**config.mk**
```make
export PLATFORM = sky130hd
export DESIGN_NAME = hidled_top
export DESIGN_NICKNAME = d
export VERILOG_FILES = /design/src/design/hidled_pkg.sv /design/src/design/hidled_watchdog.sv /design/src/design/hidled_top.sv
export VERILOG_INCLUDE_DIRS = /design/src /design/src/design
export SDC_FILE = /design/constraint.sdc
export NUM_CORES = 1
export LEC_CHECK = 0
export ABC_CLOCK_PERIOD_IN_PS = 5800
export BUFFER_PORTS_ARGS = -buffer_cell sky130_fd_sc_hd__buf_2
export CAP_MARGIN = 5
export CORE_MARGIN = 1
export CORE_UTILIZATION = 59
export DETAILED_ROUTE_END_ITERATION = 8
export PLACE_DENSITY_LB_ADDON = 0.15
export SLEW_MARGIN = 20
export SYNTH_ARGS = -nofsm -noshare
export SYNTH_HDL_FRONTEND = slang
export SYNTH_SLANG_ARGS = --single-unit
```
**constraint.sdc**
```tcl
create_clock -name aclk -period 5.8 [get_ports aclk]
set_input_delay 1.45 -clock aclk [delete_from_list [all_inputs] [get_ports aclk]]
set_output_delay 1.45 -clock aclk [all_outputs]
set_load 0.01 [all_outputs]
```
**src/design/hidled_regs.svh**
```systemverilog
// Register offsets, fields, reset values and timing counts of the lamp block
`ifndef HIDLED_REGS_SVH
`define HIDLED_REGS_SVH

`define HIDLED_CONFIG_OFFSET  8'h00
`define HIDLED_STATUS_OFFSET  8'h04
`define HIDLED_IRQ_STAT_OFFSET 8'h08
`define HIDLED_IRQ_MASK_OFFSET 8'h0c

`define HIDLED_CFG_CONFIGURED 0
`define HIDLED_CFG_FORCE_ERR  1
`define HIDLED_CONFIG_RESET   2'h0

`define HIDLED_IRQ_FAIL       0
`define HIDLED_IRQ_FIELD      1
`define HIDLED_IRQ_COMM       2
`define HIDLED_IRQ_WIDTH      3

`define HIDLED_CLK_HZ         10000000
`define HIDLED_COMM_TIMEOUT_MS 100
`define HIDLED_EOC_TIMEOUT_MS 50
`define HIDLED_FLASH_HALF_MS  250
`define HIDLED_MS_CYCLES(ms) ((ms) * (`HIDLED_CLK_HZ / 1000))

`endif

```
**src/design/hidled_pkg.sv**
```systemverilog
// Types shared by the lamp block
package hidled_pkg;
	typedef struct packed {
		logic       comm_ok;
		logic       ext_fault;
		logic       int_fault;
		logic [7:0] chan;
	} hidled_lamps_type;

	typedef struct packed {
		logic       request;
		logic       reply_ok;
		logic       fail;
		logic [2:0] channel;
	} hidled_hart_type;

	typedef struct packed {
		logic ref_err;
		logic gnd_err;
		logic flash_err;
		logic ee_err;
		logic ram_err;
	} hidled_diag_type;
endpackage : hidled_pkg

```
**src/design/hidled_watchdog.sv**
```systemverilog
// Activity watchdog: flags a timeout when no activity pulse arrives in time
`timescale 1ns/10ps
`default_nettype none
module hidled_watchdog #(
	parameter int LIMIT = 1000
) (
	input  wire logic aclk,
	input  wire logic aresetn,
	input  wire logic ce,
	input  wire logic activity,
	output var  logic expired
);
	localparam int W = $clog2(LIMIT + 1);
	logic [W-1:0] count;

	always_ff @(posedge aclk) begin
		if (!aresetn) begin
			count   <= '0;
			expired <= 1'b1;
		end else if (ce) begin
			if (activity) begin
				count   <= '0;
				expired <= 1'b0;
			end else if (count == W'(LIMIT - 1)) begin
				expired <= 1'b1;
			end else begin
				count <= count + W'(1);
			end
		end
	end
endmodule : hidled_watchdog
`default_nettype wire

```
**src/design/hidled_top.sv**
```systemverilog
// Diagnostic lamp logic with an AXI4-Lite register slave
//
// The register offsets and the AXI4-Lite interface to the registers were left to the implementer.
`timescale 1ns/10ps
`default_nettype none
`include "hidled_regs.svh"
module hidled_top #(
	parameter int COMM_CYCLES  = `HIDLED_MS_CYCLES(`HIDLED_COMM_TIMEOUT_MS),
	parameter int EOC_CYCLES   = `HIDLED_MS_CYCLES(`HIDLED_EOC_TIMEOUT_MS),
	parameter int FLASH_CYCLES = `HIDLED_MS_CYCLES(`HIDLED_FLASH_HALF_MS)
) (
	input  wire logic                         aclk,
	input  wire logic                         aresetn,
	input  wire logic                         ce,
	input  wire logic                         ctrl_activity,
	input  wire logic                         eoc,
	input  wire hidled_pkg::hidled_diag_type  diag,
	input  wire hidled_pkg::hidled_hart_type  hart,
	output var  hidled_pkg::hidled_lamps_type lamps,
	output var  logic                         irq,
	input  wire logic [7:0]                   s_axi_awaddr,
	input  wire logic                         s_axi_awvalid,
	output var  logic                         s_axi_awready,
	input  wire logic [31:0]                  s_axi_wdata,
	input  wire logic [3:0]                   s_axi_wstrb,
	input  wire logic                         s_axi_wvalid,
	output var  logic                         s_axi_wready,
	output var  logic [1:0]                   s_axi_bresp,
	output var  logic                         s_axi_bvalid,
	input  wire logic                         s_axi_bready,
	input  wire logic [7:0]                   s_axi_araddr,
	input  wire logic                         s_axi_arvalid,
	output var  logic                         s_axi_arready,
	output var  logic [31:0]                  s_axi_rdata,
	output var  logic [1:0]                   s_axi_rresp,
	output var  logic                         s_axi_rvalid,
	input  wire logic                         s_axi_rready
);
	import hidled_pkg::*;

	typedef enum logic [1:0] {CH_IDLE, CH_WAIT, CH_FAIL} hidled_chan_type;

	localparam logic [1:0] RESP_OKAY   = 2'h0;
	localparam logic [1:0] RESP_SLVERR = 2'h2;
	localparam int         FW = $clog2(FLASH_CYCLES + 1);

	logic                          configured;
	logic                          force_err;
	logic [`HIDLED_IRQ_WIDTH-1:0]  irq_stat;
	logic [`HIDLED_IRQ_WIDTH-1:0]  irq_mask;
	logic [`HIDLED_IRQ_WIDTH-1:0]  next_irq_stat;
	logic                          comm_lost;
	logic                          field_lost;
	logic                          eoc_prev;
	logic                          eoc_edge;
	logic                          comm_lost_prev;
	logic                          field_lost_prev;
	logic                          int_err;
	hidled_chan_type               chan_state;
	logic [7:0]                    chan_sel;
	logic [FW-1:0]                 flash_cnt;
	logic                          flash_phase;
	logic [7:0]                    next_chan;

	logic [7:0]  aw_addr;
	logic        aw_held;
	logic [31:0] w_data;
	logic [3:0]  w_strb;
	logic        w_held;
	logic        do_write;
	logic        wr_cfg;
	logic        wr_clr;
	logic        wr_mask;
	logic [31:0] rd_word;

	// Watchdogs on controller traffic and on the conversion strobe
	hidled_watchdog #(.LIMIT(COMM_CYCLES)) u_comm_wd (
		.aclk     (aclk),
		.aresetn  (aresetn),
		.ce       (ce),
		.activity (ctrl_activity),
		.expired  (comm_lost)
	);

	assign eoc_edge = eoc ^ eoc_prev;

	// A stuck strobe means the field converter lost its supply
	hidled_watchdog #(.LIMIT(EOC_CYCLES)) u_eoc_wd (
		.aclk     (aclk),
		.aresetn  (aresetn),
		.ce       (ce),
		.activity (eoc_edge),
		.expired  (field_lost)
	);

	always_ff @(posedge aclk) begin
		if (!aresetn) begin
			eoc_prev        <= eoc; // No false edge after reset
			comm_lost_prev  <= 1'b1;
			field_lost_prev <= 1'b1;
		end else if (ce) begin
			eoc_prev        <= eoc;
			comm_lost_prev  <= comm_lost;
			field_lost_prev <= field_lost;
		end
	end

	// AXI4-Lite write side: address and data accepted in either order
	assign do_write = aw_held && w_held && !s_axi_bvalid;
	assign wr_cfg   = do_write && aw_addr == `HIDLED_CONFIG_OFFSET;
	assign wr_clr   = do_write && aw_addr == `HIDLED_IRQ_STAT_OFFSET;
	assign wr_mask  = do_write && aw_addr == `HIDLED_IRQ_MASK_OFFSET;

	always_ff @(posedge aclk) begin
		if (!aresetn) begin
			aw_held       <= 1'b0;
			w_held        <= 1'b0;
			aw_addr       <= 8'h00;
			w_data        <= 32'h0000_0000;
			w_strb        <= 4'h0;
			s_axi_awready <= 1'b0;
			s_axi_wready  <= 1'b0;
			s_axi_bvalid  <= 1'b0;
			s_axi_bresp   <= RESP_OKAY;
		end else if (ce) begin
			s_axi_awready <= !aw_held && !s_axi_awready;
			s_axi_wready  <= !w_held && !s_axi_wready;
			if (s_axi_awvalid && s_axi_awready) begin
				aw_held       <= 1'b1;
				aw_addr       <= s_axi_awaddr;
				s_axi_awready <= 1'b0;
			end
			if (s_axi_wvalid && s_axi_wready) begin
				w_held       <= 1'b1;
				w_data       <= s_axi_wdata;
				w_strb       <= s_axi_wstrb;
				s_axi_wready <= 1'b0;
			end
			if (do_write) begin
				aw_held      <= 1'b0;
				w_held       <= 1'b0;
				s_axi_bvalid <= 1'b1;
				s_axi_bresp  <= (wr_cfg || wr_clr || wr_mask ||
					aw_addr == `HIDLED_STATUS_OFFSET) ? RESP_OKAY : RESP_SLVERR;
			end else if (s_axi_bvalid && s_axi_bready) begin
				s_axi_bvalid <= 1'b0;
			end
		end
	end

	// Configuration register; only the low byte lane carries fields
	always_ff @(posedge aclk) begin
		if (!aresetn) begin
			configured <= 1'b0;
			force_err  <= 1'b0;
		end else if (ce && wr_cfg && w_strb[0]) begin
			configured <= w_data[`HIDLED_CFG_CONFIGURED];
			force_err  <= w_data[`HIDLED_CFG_FORCE_ERR];
		end
	end

	always_ff @(posedge aclk) begin
		if (!aresetn) begin
			irq_mask <= '0;
		end else if (ce && wr_mask && w_strb[0]) begin
			irq_mask <= w_data[`HIDLED_IRQ_WIDTH-1:0];
		end
	end

	// Sticky events; a new event beats a clear in the same cycle
	always_comb begin
		next_irq_stat = irq_stat;
		if (wr_clr && w_strb[0]) begin
			next_irq_stat = irq_stat & ~w_data[`HIDLED_IRQ_WIDTH-1:0];
		end
		if (chan_state == CH_WAIT && hart.fail) begin
			next_irq_stat[`HIDLED_IRQ_FAIL] = 1'b1;
		end
		if (field_lost && !field_lost_prev) begin
			next_irq_stat[`HIDLED_IRQ_FIELD] = 1'b1;
		end
		if (comm_lost && !comm_lost_prev) begin
			next_irq_stat[`HIDLED_IRQ_COMM] = 1'b1;
		end
	end

	always_ff @(posedge aclk) begin
		if (!aresetn) begin
			irq_stat <= '0;
			irq      <= 1'b0;
		end else if (ce) begin
			irq_stat <= next_irq_stat;
			irq      <= |(next_irq_stat & irq_mask);
		end
	end

	// AXI4-Lite read side
	always_comb begin
		rd_word = 32'h0000_0000;
		case (s_axi_araddr)
			`HIDLED_CONFIG_OFFSET: begin
				rd_word[`HIDLED_CFG_CONFIGURED] = configured;
				rd_word[`HIDLED_CFG_FORCE_ERR]  = int_err;
			end
			`HIDLED_STATUS_OFFSET: begin
				rd_word[10:0] = {lamps.comm_ok, lamps.ext_fault,
					lamps.int_fault, lamps.chan};
			end
			`HIDLED_IRQ_STAT_OFFSET: begin
				rd_word[`HIDLED_IRQ_WIDTH-1:0] = irq_stat;
			end
			`HIDLED_IRQ_MASK_OFFSET: begin
				rd_word[`HIDLED_IRQ_WIDTH-1:0] = irq_mask;
			end
			default: begin
				rd_word = 32'h0000_0000;
			end
		endcase
	end

	always_ff @(posedge aclk) begin
		if (!aresetn) begin
			s_axi_arready <= 1'b0;
			s_axi_rvalid  <= 1'b0;
			s_axi_rdata   <= 32'h0000_0000;
			s_axi_rresp   <= RESP_OKAY;
		end else if (ce) begin
			s_axi_arready <= !s_axi_rvalid && !s_axi_arready;
			if (s_axi_arvalid && s_axi_arready) begin
				s_axi_arready <= 1'b0;
				s_axi_rvalid  <= 1'b1;
				s_axi_rdata   <= rd_word;
				s_axi_rresp   <= (s_axi_araddr[7:4] == 4'h0 &&
					s_axi_araddr[1:0] == 2'h0) ? RESP_OKAY : RESP_SLVERR;
			end else if (s_axi_rvalid && s_axi_rready) begin
				s_axi_rvalid <= 1'b0;
			end
		end
	end

	// Every internal error except field supply loss
	assign int_err = force_err || comm_lost ||
		diag.ref_err || diag.gnd_err || diag.flash_err ||
		diag.ee_err || diag.ram_err;

	// Channel activity sequencer
	always_ff @(posedge aclk) begin
		if (!aresetn) begin
			chan_state <= CH_IDLE;
			chan_sel   <= 8'h00;
		end else if (ce) begin
			if (!configured) begin
				chan_state <= CH_IDLE;
				chan_sel   <= 8'h00;
			end else if (hart.request) begin
				chan_state <= CH_WAIT;
				chan_sel   <= 8'h01 << hart.channel;
			end else begin
				case (chan_state)
					CH_WAIT: begin
						if (hart.reply_ok) begin
							chan_state <= CH_IDLE;
						end else if (hart.fail) begin
							chan_state <= CH_FAIL;
						end
					end
					CH_FAIL: begin
						chan_state <= CH_FAIL;
					end
					default: begin
						chan_state <= CH_IDLE;
					end
				endcase
			end
		end
	end

	// Flash timing for the failure pattern
	always_ff @(posedge aclk) begin
		if (!aresetn) begin
			flash_cnt   <= '0;
			flash_phase <= 1'b1;
		end else if (ce) begin
			if (chan_state != CH_FAIL) begin
				flash_cnt   <= '0;
				flash_phase <= 1'b1;
			end else if (flash_cnt == FW'(FLASH_CYCLES - 1)) begin
				flash_cnt   <= '0;
				flash_phase <= !flash_phase;
			end else begin
				flash_cnt <= flash_cnt + FW'(1);
			end
		end
	end

	always_comb begin
		case (chan_state)
			CH_WAIT: next_chan = chan_sel;
			CH_FAIL: next_chan = flash_phase ? (chan_sel ^ 8'hff) : 8'h00;
			default: next_chan = 8'h00;
		endcase
	end

	always_ff @(posedge aclk) begin
		if (!aresetn) begin
			lamps <= '0;
		end else if (ce) begin
			lamps.comm_ok   <= !comm_lost;
			lamps.ext_fault <= field_lost;
			lamps.int_fault <= int_err;
			lamps.chan      <= configured ? next_chan : 8'h00;
		end
	end
endmodule : hidled_top
`default_nettype wire

```
Word level (Yosys, flattened, before mapping)
Cells that the tools add are included.

Register bits after elaboration: 131. Bits in latches: 0. RAM bits: 0. ROM bits: 0. Input port bits: 73. Output and inout bits: 53. Memories: 0.

Add/subtract/negate cells: 3. Multipliers: 0. Divide/modulo/power cells: 0. $lt $le $gt $ge: 0. Eq/ne operators: 17. Shift-type cells: 1. Muxes and demuxes: 44. Bitwise logic cells: 5. Reduce and logical (&&, ||, !) cells: 69.

Operator list (number): 2-to-1 mux 22 bit (2); 2-to-1 mux 20 bit (2); 2-to-1 mux 8 bit (5); 2-to-1 mux 19 bit (2); equality test 8 x 4 -> 1 bit (second input constant) (4); AND reduction 2 bit (15); adder 22 x 1 -> 22 bit (second input constant) (1); equality test 22 bit (second input constant) (1); logical AND 1 bit (22); 2-to-1 mux 1 bit (22); adder 20 x 1 -> 20 bit (second input constant) (1); equality test 20 bit (second input constant) (1); adder 19 x 1 -> 19 bit (second input constant) (1); equality test 19 bit (second input constant) (1); equality test 8 x 3 -> 1 bit (second input constant) (2); zero test 8 bit (2); case mux 8 bit (2 select lines) (1); nonzero test 2 bit (7); 2-to-1 mux 2 bit (6); zero test 1 bit (11); logical OR 1 bit (9); inequality test 2 bit (second input constant) (4); NOT 8 bit (1); case mux 2 bit (4 select lines) (1); 14 further kinds (15).

Logic depth before layout (Yosys ltp)
Depth after elaboration: 8. Gate-level depth with buffers: 8.

By module
A second synthesis with hierarchy kept.

Cells, all modules: 764. Area, all modules: 6299.8 um^2.

Modules (own cells, without submodules): hidled_top (instances 1, cells an instance 472, area each 3936.3 um^2); hidled_watchdog at u_comm_wd (instances 1, cells an instance 149, area each 1204.9 um^2); hidled_watchdog at u_eoc_wd (instances 1, cells an instance 143, area each 1158.6 um^2).

Worst setup path before layout
OpenSTA, ideal clock, no wires.

Kind: input-to-reg. From: in ce. To: reg u_eoc_wd.count[15]. Arrival: 2765 ps. Required time: 5729 ps. Slack: 2964 ps. Stages: 6. Path buffers: 1. Cells stage by stage: clkbuf_1 and3_1 and3_1 o21ai_2 or4_1 a21oi_1.

Longest elaborated chain between the ends: 1.

Ends and longest elaborated chain: start, declared (RTL line hidled_top.sv:14) `input wire logic ce,`; AND reduction 2 bit (no source line); end signal, assigned (RTL line hidled_watchdog.sv:27) `count <= count + W'(1);`; end, declared (RTL line hidled_watchdog.sv:14) `logic [W-1:0] count;`.

No other way between the ends. A chain may end at the register's enable or synchronous reset.

==> impl_metrics.env <==
export IMPL_layout_drive_gt1_share=0.153
export IMPL_design_area_sq_um=7140
export IMPL_critPathCaptureType="flip-flop"
export IMPL_synth_distinct_cells=69
export IMPL_grt_pass1_wl_microns=23100
export IMPL_fmax_ghz=0.341
export IMPL_cts_buffers=17
export IMPL_finClkSkew_ns=0.00853
export IMPL_setup_tns_ns=0
export IMPL_cts_tree="done"
export IMPL_crit_top_cell="nand2_1"
export IMPL_cts_resized=0
export IMPL_cts_setup_buffers=0
export IMPL_rsz0062_at_grt="no"
export IMPL_area_growth_pct=15.5
export IMPL_finish_utilization=0.717
export IMPL_clock_latency_ns=0.53
export IMPL_routed_wl_microns=13600
export IMPL_drt_iter0_drc=292
export IMPL_cts_clk_slew_worst_paths_ns=0.06
export IMPL_syn_instance_count=724
export IMPL_grt_ovfl_total=0
export IMPL_synth_area_per_cell_sq_um=8.54
export IMPL_synth_top_family_by_area="simple AND/OR/NAND/NOR gates"
export IMPL_crit_path_top_delay_cell="buf_2"
export IMPL_initial_core_util=0.621
export IMPL_die_w_microns=104
export IMPL_synthArstFlopShare=0
export IMPL_syn_area_sq_um=6180
export IMPL_cts_root_buffer="clkbuf_8"
export IMPL_maxCapViolCount=0
export IMPL_dieArea_sq_um=10900
export IMPL_vias=5384
export IMPL_crit_type="in2reg"
export IMPL_grt_pass1_vias=4972
export IMPL_required_ns=6.27
export IMPL_grt_antenna_before_repair=1
export IMPL_grt_usage=0.261
export IMPL_tightest_slew_ns=0.762
export IMPL_globalplace_congestion=0.826
export IMPL_synthTopCellsByArea="dfxtp_1 41%, nand2_1 5.6%, nor2_1 4.3%, xnor2_1 4.0%, nor2b_1 3.6%"
export IMPL_cp_data_arrival_time_ns=3.40
export IMPL_hp_start="aw_addr[6]$_SDFFE_PN0P_"
export IMPL_synth_edff_count=1
export IMPL_muxShareOfSynthArea=0.0172
export IMPL_outcome="finished clean"
export IMPL_critPathBufInv=2
export IMPL_final_cells=935
export IMPL_synth_most_common_cell="dfxtp_1"
export IMPL_io_buffers=70
export IMPL_crit_family="buffers and inverters"
export IMPL_yosysWarningCount=0
export IMPL_row_count=36
export IMPL_worstHoldPathType="reg2reg"
export IMPL_dp_hpwl_microns=9140
export IMPL_io_pins=126
export IMPL_synth_xor_xnor_area_share=0.0666
export IMPL_reg2reg_from="flash_cnt[5]$_SDFFE_PN0P_"
export IMPL_hold_slack_ns=0.467
export IMPL_synthFlopType="dfxtp_1"
export IMPL_antenna_cells=0
export IMPL_drc=0
export IMPL_synth_compound_area_share=0.139
export IMPL_coreArea_sq_um=9950
export IMPL_place_area_sq_um=6530
export IMPL_cts_num_sinks=129
export IMPL_synthAdderAreaFrac=0.0101
export IMPL_via_per_inst=5.76
export IMPL_yosys_area_share_simple=0.292
export IMPL_crit_path_cell_trace="buf_2, buf_4, nand2_1, or3_1, nand2_1"
export IMPL_synth_common_cells="128 x dfxtp_1, 92 x nand2_1, 71 x nor2_1"
export IMPL_slowest_delay_ns=0.58
export IMPL_die_h_microns=104
export IMPL_detail_route_antenna_nets=0
export IMPL_crit_fanout=53
export IMPL_crit_start="aresetn"
export IMPL_fin_nets=867
export IMPL_hold_violations=0
export IMPL_cellLeakagePower_uw=0.00264
export IMPL_synth_seq_cells=129
export IMPL_fin_crit_ns=2.93
export IMPL_placed_cells=903
export IMPL_ys_seq_area_frac=0.420
export IMPL_clk_path_buf_depth=2
export IMPL_first_pass_iters=5
export IMPL_hold_buffers=0
export IMPL_cellPowerDensity_nw_per_um2=296
export IMPL_synth_top_cell_by_area="dfxtp_1"
export IMPL_grt_max_degree=54
export IMPL_start_kind="input pin"
export IMPL_fin_crit_sh=0.505
export IMPL_slew_violations=0
export IMPL_wl_per_cell_microns=14.5
export IMPL_relSlewSlack=0.490
export IMPL_htree_levels=4
export IMPL_synth_top_cell_area_share=0.415
export IMPL_ir_drop_v=0.000241
export IMPL_setup_viol=0
[cell families after synthesis]
| group | Yosys count |
|---|---|
| and+or+nand+nor | 341 |
| other | 1 |
| xor gates and xnor gates | 47 |
| DFF | 129 |
| muxes | 8 |
| buffers and inverters | 64 |
| AOI/OAI and AO/OA | 129 |
| adders and majority gates | 5 |
[path summary, 6_finish.rpt]
| path | end | slack [ns] | depth (start not counted) |
|---|---|---|---|
| setup / recovery | u_comm_wd.count[9]$_SDFFE_PN0P_ | 2.87 | 5 |
| hold / removal | aw_addr[6]$_SDFFE_PN0P_ | 0.47 | 2 |
| setup reg to reg | flash_cnt[9]$_SDFFE_PN0P_ | 3.68 | 5 |
| hold reg to reg | aw_addr[6]$_SDFFE_PN0P_ | 0.47 | 2 |
[flip-flops by register name (all words and copies together), names as in the netlist, 2 cells and up]
| signal | cells |
|---|---|
| u_eoc_wd.count | 19 |
| lamps | 11 |
| aw_addr | 8 |
| u_comm_wd.count | 20 |
| irq_stat | 3 |
| s_axi_rdata | 11 |
| w_data | 3 |
| chan_sel | 8 |
| irq_mask | 3 |
| chan_state | 2 |
| flash_cnt | 22 |
[stage by stage]
stage / total power, uW / setup slack (ns)
after detailed placement: 1030 / 2.32
after global routing: 2180 / 2.65
after global placement: 1020 / 2.35
after floorplan: 1000 / 2.96
after CTS: 2130 / 2.88
final: 2110 / 2.87
[cells in the final DEF (no fill, tap or decap), types with 10 or more instances in the layout]
cell type    n
nor2b_1     36
o21ai_0     25
nor4_1      10
clkbuf_16   16
nand2_1     92
nand3_1     31
nand4_1     20
nor2_1      71
buf_2       70
conb_1      23
a21boi_0    16
xnor2_1     28
a21oi_1     32
a22oi_1     13
dfxtp_1    128
and3_1      11
xor2_1      19
inv_1       14
nor3_1      19
[routing by layer]
metal	routed length, microns	track usage
met1	6130	0.326
met2	6510	0.442
met3	753	0.0583
met4	181	0.0878
met5	10	0
[cell type report]
class	instances	area, sq um
Clock buffer	18	428
Clock inverter	14	186
Fill cell	773	2810
Inverter	14	52.6
Multi-Input combinational cell	553	3330
Sequential cell	129	2590
Tap cell	133	166
Timing Repair Buffer	74	380
[worst register-to-register path, cell delays in order (launching register included)]
cell and delay (ns):
dfxtp_1 0.34, or4b_2 0.72, nor4_4 0.23, a21boi_2 0.18, o21ai_4 0.41, nor2_1 0.11
[power breakdown]
part           switching, uW  total (uW)  leakage, uW  internal [uW]
clock                    396        1100     0.000297            707
combinational           62.8        98.8      0.00130           36.1
sequential              11.3         911      0.00104            899
No activity file was read; power rests on OpenSTA's default activity.
